### src/hdl/eii_pkg.sv
// Constants and state types shared by the encoder input interface.
package eii_pkg;

  // Encoder type codes.
  localparam logic ENC_QUADRATURE = 1'b0;
  localparam logic ENC_CLOCK_DIR = 1'b1;

  // Supply select codes: 5 V, 12 V, 15 V, 24 V.
  localparam logic [1:0] SUPPLY_5V = 2'h0;
  localparam logic [1:0] SUPPLY_12V = 2'h1;
  localparam logic [1:0] SUPPLY_15V = 2'h2;
  localparam logic [1:0] SUPPLY_24V = 2'h3;
  localparam logic [1:0] SUPPLY_RESET = SUPPLY_5V;

  // Lines per revolution limits and reset value.
  localparam int LINES_W = 17;
  localparam logic [16:0] LINES_MIN = 17'h0_0001;
  localparam logic [16:0] LINES_MAX = 17'h1_86A0;
  localparam logic [16:0] LINES_RESET = 17'h0_0800;

  // Counted edges per line in each decoding mode.
  localparam logic [2:0] EDGES_QUAD = 3'h4;
  localparam logic [2:0] EDGES_CD = 3'h1;

  // Clock rate and speed gate timing.
  localparam int CLK_MHZ = 250;
  localparam int GATE_TIME_US = 10000;
  localparam int US_PER_MIN = 60000000;

  // Divider widths.
  localparam int NUM_W = 48;
  localparam int DEN_W = 20;
  localparam int CNT_W = 6;

  // State of the decoder and speed gate.
  typedef struct packed {
    logic a_last;
    logic b_last;
    logic [31:0] pos;
    logic [31:0] win_cnt;
    logic [31:0] win_edges;
    logic [31:0] speed;
    logic neg;
    logic speed_valid;
    logic dir_up;
    logic fault;
    logic [1:0] supply;
    logic div_go;
  } eii_state_s;

  // State of the serial divider.
  typedef struct packed {
    logic [NUM_W-1:0] num_sh;
    logic [DEN_W:0] rem;
    logic [DEN_W-1:0] den;
    logic [CNT_W-1:0] cnt;
    logic busy;
    logic done;
  } eii_div_s;

endpackage : eii_pkg

### src/hdl/eii_divider.sv
// Serial restoring divider used for the speed calculation.
`timescale 1ns/1ps

module eii_divider (
  input wire logic sys_clk,
  input wire logic resetn,
  input wire logic clk_en,
  input wire logic start,
  input wire logic [eii_pkg::NUM_W-1:0] numer,
  input wire logic [eii_pkg::DEN_W-1:0] denom,
  output logic busy,
  output logic done,
  output logic [31:0] quot
);

  eii_pkg::eii_div_s d_reg;
  eii_pkg::eii_div_s d_next;
  logic [eii_pkg::DEN_W:0] rem_sh;
  logic take;

  ////////////////////////////////////////////////////////////////////////////
  // One quotient bit per cycle; a start while busy is ignored.
  always_comb begin
    d_next = d_reg;
    d_next.done = 1'b0;
    rem_sh = {d_reg.rem[eii_pkg::DEN_W-1:0],
              d_reg.num_sh[eii_pkg::NUM_W-1]};
    take = (rem_sh >= {1'b0, d_reg.den});
    if (d_reg.busy) begin
      d_next.rem = take ? rem_sh - {1'b0, d_reg.den} : rem_sh;
      d_next.num_sh = {d_reg.num_sh[eii_pkg::NUM_W-2:0], take};
      d_next.cnt = d_reg.cnt - 1'b1;
      if (d_reg.cnt == '0) begin
        d_next.busy = 1'b0;
        d_next.done = 1'b1;
      end
    end else if (start) begin
      d_next.num_sh = numer;
      d_next.den = denom;
      d_next.rem = '0;
      d_next.cnt = 6'(eii_pkg::NUM_W - 1);
      d_next.busy = 1'b1;
    end
  end

  // Register with clock enable freezing everything.
  always_ff @(posedge sys_clk or negedge resetn) begin
    if (!resetn) begin
      d_reg <= '0;
    end else if (clk_en) begin
      d_reg <= d_next;
    end
  end

  // Quotient saturates at 0x7FFF_FFFF, the signed 32-bit maximum; real speeds never get near it.
  assign busy = d_reg.busy;
  assign done = d_reg.done;
  assign quot = (d_reg.num_sh[eii_pkg::NUM_W-1:31] != '0) ?
                32'h7FFF_FFFF : d_reg.num_sh[31:0];

endmodule : eii_divider

### src/hdl/eii_top.sv
// Incremental encoder input: decoding, position count and speed in RPM.
`timescale 1ns/1ps

// Functional notes
// - Encoder type zero decodes quadrature, one decodes pulse and direction, quadrature after reset.
// - With invert set the counting direction is reversed; invert is off by default.
// - Lines per revolution, 1 to 100000 with 2048 as default, scales the pulse rate into speed.
// - Single-ended mode uses only the true channels, otherwise differential pairs are expected.
// - A two-bit supply select picks 5, 12, 15 or 24 V, with code zero after reset.
// - A signed 32-bit position counter steps up or down on each decoded pulse.
module eii_top #(
  parameter int GATE_US = eii_pkg::GATE_TIME_US
) (
  input wire logic sys_clk,
  input wire logic resetn,
  input wire logic clk_en,
  input wire logic chan_a_p,
  input wire logic chan_a_n,
  input wire logic chan_b_p,
  input wire logic chan_b_n,
  input wire logic enc_type,
  input wire logic invert,
  input wire logic single_ended,
  input wire logic [16:0] lines_per_rev,
  input wire logic [1:0] supply_sel_in,
  input wire logic count_reset,
  output logic [1:0] supply_sel,
  output logic [31:0] position,
  output logic [31:0] speed_rpm,
  output logic speed_valid,
  output logic dir_up,
  output logic pair_fault
);

  // Gate length in cycles, and RPM per edge-per-gate factor.
  localparam int GATE_CYC = GATE_US * eii_pkg::CLK_MHZ;
  localparam int RPM_SCALE = eii_pkg::US_PER_MIN / GATE_US;

  eii_pkg::eii_state_s st_reg;
  eii_pkg::eii_state_s st_next;
  logic a_chg;
  logic b_chg;
  logic step;
  logic up_raw;
  logic up;
  logic [16:0] lines_eff;
  logic [2:0] edge_mult;
  logic [31:0] edges_abs;
  logic [eii_pkg::NUM_W-1:0] div_num;
  logic [eii_pkg::DEN_W-1:0] div_den;
  logic div_busy;
  logic div_done;
  logic [31:0] div_quot;

  ////////////////////////////////////////////////////////////////////////////
  // Line count clamped to its legal range so a bad setting never divides by
  // zero; the count of edges per line depends on the decoding mode.
  always_comb begin
    if (lines_per_rev < eii_pkg::LINES_MIN) begin
      lines_eff = eii_pkg::LINES_MIN;
    end else if (lines_per_rev > eii_pkg::LINES_MAX) begin
      lines_eff = eii_pkg::LINES_MAX;
    end else begin
      lines_eff = lines_per_rev;
    end
    edge_mult = (enc_type == eii_pkg::ENC_CLOCK_DIR) ?
                eii_pkg::EDGES_CD : eii_pkg::EDGES_QUAD;
  end

  ////////////////////////////////////////////////////////////////////////////
  // Edge decoding. Quadrature counts every legal gray step and drops a
  // double change, which can only be noise or a missed sample.
  always_comb begin
    a_chg = chan_a_p ^ st_reg.a_last;
    b_chg = chan_b_p ^ st_reg.b_last;
    if (enc_type == eii_pkg::ENC_CLOCK_DIR) begin
      step = chan_a_p & ~st_reg.a_last;
      up_raw = chan_b_p;
    end else begin
      step = a_chg ^ b_chg;
      up_raw = chan_a_p ^ st_reg.b_last;
    end
    up = up_raw ^ invert;
  end

  ////////////////////////////////////////////////////////////////////////////
  // Next state: position, gate window, speed and settings.
  always_comb begin
    st_next = st_reg;
    st_next.div_go = 1'b0;
    st_next.a_last = chan_a_p;
    st_next.b_last = chan_b_p;
    st_next.supply = supply_sel_in;
    // Complement inputs only matter for differential wiring.
    st_next.fault = !single_ended &&
                    ((chan_a_p == chan_a_n) || (chan_b_p == chan_b_n));
    if (count_reset) begin
      st_next.pos = '0;
    end else if (step) begin
      st_next.pos = up ? st_reg.pos + 32'h0000_0001 :
                    st_reg.pos - 32'h0000_0001;
    end
    if (step) begin
      st_next.dir_up = up;
    end
    if (st_reg.win_cnt == '0) begin
      // Gate closes: hand its edge count to the divider and restart.
      st_next.win_cnt = 32'(GATE_CYC - 1);
      st_next.neg = st_reg.win_edges[31];
      st_next.win_edges = step ? (up ? 32'h0000_0001 : 32'hFFFF_FFFF) : '0;
    end else begin
      st_next.win_cnt = st_reg.win_cnt - 32'h0000_0001;
      // Start is raised one cycle early so that the divider loads the count
      // of the closing gate, before the restart overwrites it.
      st_next.div_go = (st_reg.win_cnt == 32'h0000_0001) && !div_busy;
      if (step) begin
        st_next.win_edges = up ? st_reg.win_edges + 32'h0000_0001 :
                            st_reg.win_edges - 32'h0000_0001;
      end
    end
    if (div_done) begin
      st_next.speed = st_reg.neg ? 32'(-div_quot) : div_quot;
      st_next.speed_valid = 1'b1;
    end
  end

  // State register; clock enable low freezes all of it.
  always_ff @(posedge sys_clk or negedge resetn) begin
    if (!resetn) begin
      st_reg <= '0;
    end else if (clk_en) begin
      st_reg <= st_next;
    end
  end

  ////////////////////////////////////////////////////////////////////////////
  // Speed: edges per gate times RPM scale over edges per revolution.
  assign edges_abs = st_reg.win_edges[31] ? 32'(-st_reg.win_edges) :
                     st_reg.win_edges;
  assign div_num = eii_pkg::NUM_W'(edges_abs) *
                   eii_pkg::NUM_W'(RPM_SCALE);
  assign div_den = eii_pkg::DEN_W'(lines_eff) *
                   eii_pkg::DEN_W'(edge_mult);

  // Operands are sampled on the cycle the divider starts.
  eii_divider u_div (
    .sys_clk(sys_clk),
    .resetn(resetn),
    .clk_en(clk_en),
    .start(st_reg.div_go),
    .numer(div_num),
    .denom(div_den),
    .busy(div_busy),
    .done(div_done),
    .quot(div_quot)
  );

  // Outputs come straight from the state register.
  assign supply_sel = st_reg.supply;
  assign position = st_reg.pos;
  assign speed_rpm = st_reg.speed;
  assign speed_valid = st_reg.speed_valid;
  assign dir_up = st_reg.dir_up;
  assign pair_fault = st_reg.fault;
endmodule : eii_top

### config.mk
export PLATFORM = sky130hd
export DESIGN_NAME = eii_top
export DESIGN_NICKNAME = d
export VERILOG_FILES = /design/src/hdl/eii_pkg.sv /design/src/hdl/eii_divider.sv /design/src/hdl/eii_top.sv
export SDC_FILE = /design/constraint.sdc
export NUM_CORES = 1
export LEC_CHECK = 0
export BUFFER_PORTS_ARGS = -buffer_cell sky130_fd_sc_hd__buf_2
export CAP_MARGIN = 10
export CORE_AREA = 2 2 232 234
export DETAILED_ROUTE_END_ITERATION = 8
export DIE_AREA = 0 0 234 236
export PLACE_DENSITY = 0.58
export SETUP_SLACK_MARGIN = 0.05
export SYNTH_ARGS = -nofsm -noshare
export SYNTH_HDL_FRONTEND = slang
export SYNTH_SLANG_ARGS = --single-unit
### constraint.sdc
create_clock -name sys_clk -period 10 [get_ports sys_clk]
set_input_delay 0.5 -clock sys_clk [delete_from_list [all_inputs] [get_ports sys_clk]]
set_output_delay 0.5 -clock sys_clk [all_outputs]
set_load 0.005 [all_outputs]
==> summary.md, run 1 <==
| Metric | Value |
|---|---|
| Status | `finished, final reports clean` |
| Worst slew margin | `25.4%` |
| Crit Path Category | `reg2reg` |
| Vias/cell | `5.33` |
| CP required | `10.40 ns` |
| Share of cells above drive strength 1 | `7.28%` |
| Flop and latch count out of synthesis | `233` |
| Max FFs per register | `94` |
| Global-route wire length before repair | `91100 um` |
| Fmax | `~0.12 GHz` |
| Final setup fails | `0` |
| Clk_lat worst skew | `0.57 ns` |
| Main area contributors after synthesis | `dfrtp_1 (25%), ha_1 (12%), fa_1 (11%), inv_1 (6.6%), xnor2_1 (5.1%)` |
| Register-to-Register Path Depth | `28` |
| Area grow syn2layout | `7.78%` |
| Die Wd | `234 um` |
| Drt pass-1 iters | `5` |
| Crit end category | `register` |
| Most frequent cell after synthesis | `inv_1` |
| I/O pins | `99` |
| H-Tree Depth | `1` |
| Clock sink count | `233` |
| Die area | `55200 um^2` |
| RSZ-0062 raised after global routing | `no` |
| TNS Setup | `0 ns` |
| Largest net degree at the start of global routing | `between 100 and 150` |
| GPL Wtd Cong | `0.853` |
| GRT Overall Usage | `between 10% and 20%` |
| Drt total wl | `53700 um` |
| Mapped Area | `23400 um^2` |
| Min cycle time layout | `8.01 ns` |
| Vias | `roughly 19000` |
| Hpwl dp | `41000 um` |
| Max-cap violations | `0` |
| Main flop type after synthesis | `dfrtp_1` |
| Worst clock skew | `0.0162 ns` |
| Hold path cells | `2` |
| Crit Path Max Fanout | `8` |
| DRT iter0 DRCs | `1117` |
| Share of the synthesized area in the top cell type | `roughly a quarter` |
| Slew Limit Fails | `0` |
| Footprint of the multi-input gates | `15300 um^2` |
| Async SR Flop Fraction | `100%` |
| Synth cell count leaders | `inv_1 (409), nand2_1 (246), dfrtp_1 (233), ha_1 (221), o21ai_0 (207)` |
| Root buffer selected by CTS | `clkbuf_16` |
| Synth unique cells | `78` |
| Critical Path Slowest Stage Cell | `or4_1` |
| Die Y | `roughly 240 um` |
| DR WL/cell | `15.2 um` |
| Starting density of the core | `between 40 and 50%` |
| Nets | `3200` |
| Mapped Cells | `2804` |
| Num rows | `85` |
| Port Buf Inserts | `98` |
| Slew at the pin closest to its max-slew limit | `1.12 ns` |
| Reg area | `5830 um^2` |
| # DRC | `0` |
| Worst Path Arrival | `8.41 ns` |
| Clock slew at reported path FFs | `approximately 0.060 ns` |
| Max incr delay on CP | `0.62 ns` |
| Initial antenna violation count | `0` |
| Synthesis warning total | `0` |
| Seq/Total Area, Yosys | `24.9%` |
| Post-route ant nets | `0` |
| Core area | `53100 um^2` |
| Post-cts resize count | `0` |
| CTS tree | `built` |
| Type of origin of the critical path | `register` |
| EDFF count, synth | `0` |
| Worst min path class | `in2reg` |
| Antenna cell count | `0` |
| Syn Area/Cell | `8.35 um^2` |
| Yosys top cell by area | `dfrtp_1` |
| Fillers | `5166` |
| CTS buffer count | `29` |
| Clk buf depth | `3` |
| Number of global-route vias before repair | `18754` |
| Endpoints failing hold | `0` |
| Total gr overflow | `0` |
| Final worst path period share | `80.1%` |
-- critical path, delay by kind of cell, from the launching register on --
family          cells  cell delay, ns
compound gates     11            2.42
fa+ha+maj           5            2.03
simple gates        5            1.83
xor+xnor            3            0.71
flops               1            0.44
buf+inv             4            0.40
-- logic make-up after synthesis --
logic type,after synthesis,share of synthesized area [%]
buffers and inverters,558,10.0
multiplexers,28,1.23
flip-flops,233,24.9
other,1,0.0160
XOR/XNOR,214,8.04
AO/OA/AOI/OAI,713,18.8
adder cells (fa/ha/maj),350,22.8
AND/OR/NAND/NOR,707,14.1
-- timing repair --
action                    in CTS  in global routing
hold buffers                   1                  0
setup buffers                  0                  0
hold endpoints to repair      44                  0
-- metal layers --
layer	up-vias	wire length (um)	GRT usage, %
li1	9463	-	-
met1	9052	25500	26.4
met2	262	25500	33.6
met3	67	1550	2.04
met4	0	1120	4.28
met5	-	0	0
-- stage by stage --
stage          hold slack, ns  cell area (um^2)  setup WS (ns)  cells  util (%)
3_5_place_dp            0.462             24200           1.93   3484      45.6
4_1_cts                 0.136             25200           1.93   3538      47.5
3_3_place_gp            0.444             24200           2.09   3484      45.6
5_1_grt                 0.150             25200           1.43   3538      47.5
2_1_floorplan           0.204             23400           2.79   2816         -
6_report                0.164             25200           1.99   3538      47.5
-- final cells by class --
class                      instances  area share [%]
multi-input combinational       2025            60.6
sequential                       233            23.1
timing repair buffer             118            2.64
tap                              696            3.45
clock inverter                    13           0.709
clock buffer                      40            3.36
inverter                         413            6.15
-- cells in the final DEF, fill, tap and decap left out, drive strengths merged, types with 17 or more instances in the layout --
master and instances:
nand2 247, or4 19, mux2i 21, o21ai 210, nor2b 28, a211oi 18
dfrtp 233, nand2b 29, xor2 77, a31oi 21, o22ai 37, o21a 17
nor2 179, a21oi 205, a22oi 17, xnor2 137, clkbuf 40, nor3 48
ha 221, fa 129, or3 31, o31ai 18, inv 412, a21o 60
nand3 45, buf 117
-- path summary, 6_finish.rpt --
check,startpoint,slack [ns],end
min in group asynchronous,resetn,0.53,st_reg[67]
setup reg to reg,st_reg[44],1.99,u_div.d_reg[91]
hold / removal,supply_sel_in[0],0.16,supply_sel[0]
hold reg to reg,speed_valid,0.47,speed_valid
max in group asynchronous,resetn,8.19,u_div.d_reg[59]
setup / recovery,st_reg[44],1.99,u_div.d_reg[91]
Power of run 1 is not shown: default switching activity piles up to over one toggle a cycle in this logic, so the estimate is an artifact.
==> inputs of run 2 (changes only) <==
==> constraint.sdc (replaced) <==
create_clock -name sys_clk -period 7.4 [get_ports sys_clk]
set_input_delay 0.37 -clock sys_clk [delete_from_list [all_inputs] [get_ports sys_clk]]
set_output_delay 0.37 -clock sys_clk [all_outputs]
set_load 0.005 [all_outputs]
==> summary.md, run 2 (synthesis gave the netlist of run 1 again) <==
| Metric | Value |
|---|---|
| Initial antenna violation count | `0 (unchanged)` |
| Die area | `55200 um^2 (unchanged)` |
| Starting density of the core | `44.1% (unchanged)` |
| Worst min path class | `in2reg (unchanged)` |
| GPL Wtd Cong | `0.872 (was 0.853)` |
| Core area | `53100 um^2 (unchanged)` |
| Clock sink count | `233 (unchanged)` |
| Min cycle time layout | `7.07 ns (was 8.01 ns)` |
| Crit end category | `register (unchanged)` |
| Reg area | `5830 um^2 (about the same)` |
| Final WS setup | `0.330 ns (was 1.99 ns)` |
| Global-route wire length before repair | `93100 um (was 91100 um)` |
| Number of global-route vias before repair | `19272 (was 18754)` |
| CTS buffer count | `28 (was 29)` |
| CP required | `7.89 ns (was 10.40 ns)` |
| Min-Delay Endpoint | `supply_sel[0] (unchanged)` |
| Final worst path period share | `95.5% (was 80.1%)` |
| Critical Path Slowest Stage Cell | `or4_1 (unchanged)` |
| Clk_lat worst skew | `0.57 ns (about the same)` |
| DR WL/cell | `15.3 um (was 15.2 um)` |
| Die Wd | `234 um (unchanged)` |
| Endpoints failing hold | `0 (unchanged)` |
| GRT Overall Usage | `19.9% (was 19.5%)` |
| Design area | `25700 um^2 (was 25200 um^2)` |
| Reg2reg end | `u_div.d_reg[87] (was u_div.d_reg[91])` |
| Commonest non-fill, non-tap cell in the layout | `inv_1 (unchanged)` |
| Share of cells above drive strength 1 | `9.82% (was 7.28%)` |
| Max incr delay on CP | `0.54 ns (was 0.62 ns)` |
| Worst hold start | `supply_sel_in[0] (unchanged)` |
| RR Startpoint | `st_reg[44] (unchanged)` |
| CP dominant cell by count | `inv_1` |
| Worst Path Arrival | `7.56 ns (was 8.41 ns)` |
| Clock slew at reported path FFs | `0.06 ns (about the same)` |
| Num rows | `85 (unchanged)` |
| Fmax | `0.141 GHz (was 0.125 GHz)` |
| DRT iter0 DRCs | `1041 (was 1117)` |
| H-Tree Depth | `1 (unchanged)` |
| Worst clock skew | `0.0155 ns (was 0.0162 ns)` |
| Max FFs per register | `94 (unchanged)` |
| # DRC | `0 (unchanged)` |
| Worst slew margin | `19.0% (was 25.4%)` |
| Largest net degree at the start of global routing | `109 (was 144)` |
| Drt pass-1 iters | `6 (was 5)` |
| Crit Path Max Fanout | `4 (was 8)` |
| Post-DP Area | `24500 um^2 (was 24200 um^2)` |
| Area grow syn2layout | `9.83% (was 7.78%)` |
| Hpwl dp | `41600 um (was 41000 um)` |
| Slew at the pin closest to its max-slew limit | `1.21 ns (was 1.12 ns)` |
| Status | `finished, final reports clean (unchanged)` |
| Die Y | `236 um (unchanged)` |
| Footprint of the multi-input gates | `15400 um^2 (was 15300 um^2)` |
| Fillers | `5132 (was 5166)` |
| Post-route ant nets | `0 (unchanged)` |
| Final setup fails | `0 (unchanged)` |
| Clk buf depth | `3 (unchanged)` |
| Total gr overflow | `0 (unchanged)` |
| Hold path cells | `2 (unchanged)` |
| Vias/cell | `5.37 (was 5.33)` |
| Crit Path Category | `reg2reg (unchanged)` |
| Slew Limit Fails | `0 (unchanged)` |
| Root buffer selected by CTS | `clkbuf_16 (unchanged)` |
| Register-to-Register Path Depth | `28 (unchanged)` |
| R2r setup slk | `0.33 ns (was 1.99 ns)` |
| Place WS | `-0.0686 ns (was 1.93 ns)` |
| Type of origin of the critical path | `register (unchanged)` |
| Port Buf Inserts | `98 (unchanged)` |
| RSZ-0062 raised after global routing | `yes (was no)` |
| Nets | `3249 (was 3200)` |
| CTS tree | `built (unchanged)` |
| Drt total wl | `55000 um (was 53700 um)` |
| Max-cap violations | `0 (unchanged)` |
| Most frequent cells in the layout | `inv_1 (408), nand2_1 (245), dfrtp_1 (232) (was inv_1 (408), nand2_1 (245), dfrtp_1 (233))` |
| Vias | `19260 (was 18844)` |
| Antenna cell count | `0 (unchanged)` |
| I/O pins | `99 (unchanged)` |
==> run 2: layout make-up <==
type,instances,area share [%]
Multi-Input combinational cell,2025,60.1
Clock buffer,44,3.39
Timing Repair Buffer,168,4.00
Tap cell,696,3.39
Clock inverter,8,0.423
Sequential cell,233,22.7
Inverter,413,6.04
==> run 2: per-layer routing <==
layer  GRT usage, %  wire [um]  vias to the layer above
met4           4.03       1100                        0
met1           27.0      25900                     9272
met3           1.99       1820                       63
met5              0          0                        -
met2           34.4      26200                      343
li1               -          -                     9582
==> run 2: what timing repair did <==
action | 4_1_cts | 5_1_grt
endpoints found under the setup margin | 3 | 11
hold buffers | 1 | 0
buffers inserted | 0 | 12
endpoints found under the hold margin | 106 | 0
resized for setup | 4 | 36
pin swaps | 0 | 9
==> run 2: stage by stage <==
stage | setup TNS (ns) | hold WS (ns) | util [%] | instances
floorplan | 0 | 0.0744 | - | 2816
global placement | 0 | 0.443 | 46.1 | 3522
detailed placement | -0.122 | 0.467 | 46.1 | 3522
CTS | 0 | 0.0173 | 48.0 | 3575
global route | -0.0130 | 0.0254 | 48.4 | 3587
finish | 0 | 0.0429 | 48.4 | 3587
==> run 2: worst max-delay path by stage <==
stage | end | start | slack (ns)
floorplan | u_div.d_reg[91] | st_reg[44] | 0.19
global placement | u_div.d_reg[91] | st_reg[44] | 0.08
detailed placement | u_div.d_reg[87] | st_reg[44] | -0.07
CTS | u_div.d_reg[87] | st_reg[44] | 0.08
global route | u_div.d_reg[91] | st_reg[44] | -0.01
finish | u_div.d_reg[87] | st_reg[44] | 0.33
==> run 2: critical path, delay by kind of cell, from the launching register on <==
family	cells	cell delay, ns
buffers and inverters	6	0.41
adder cells (fa/ha/maj)	5	2.08
AO/OA/AOI/OAI	8	1.83
AND/OR/NAND/NOR	7	1.88
XOR/XNOR	2	0.41
flip-flops	1	0.38
Power of run 2 is left out for the same reason.
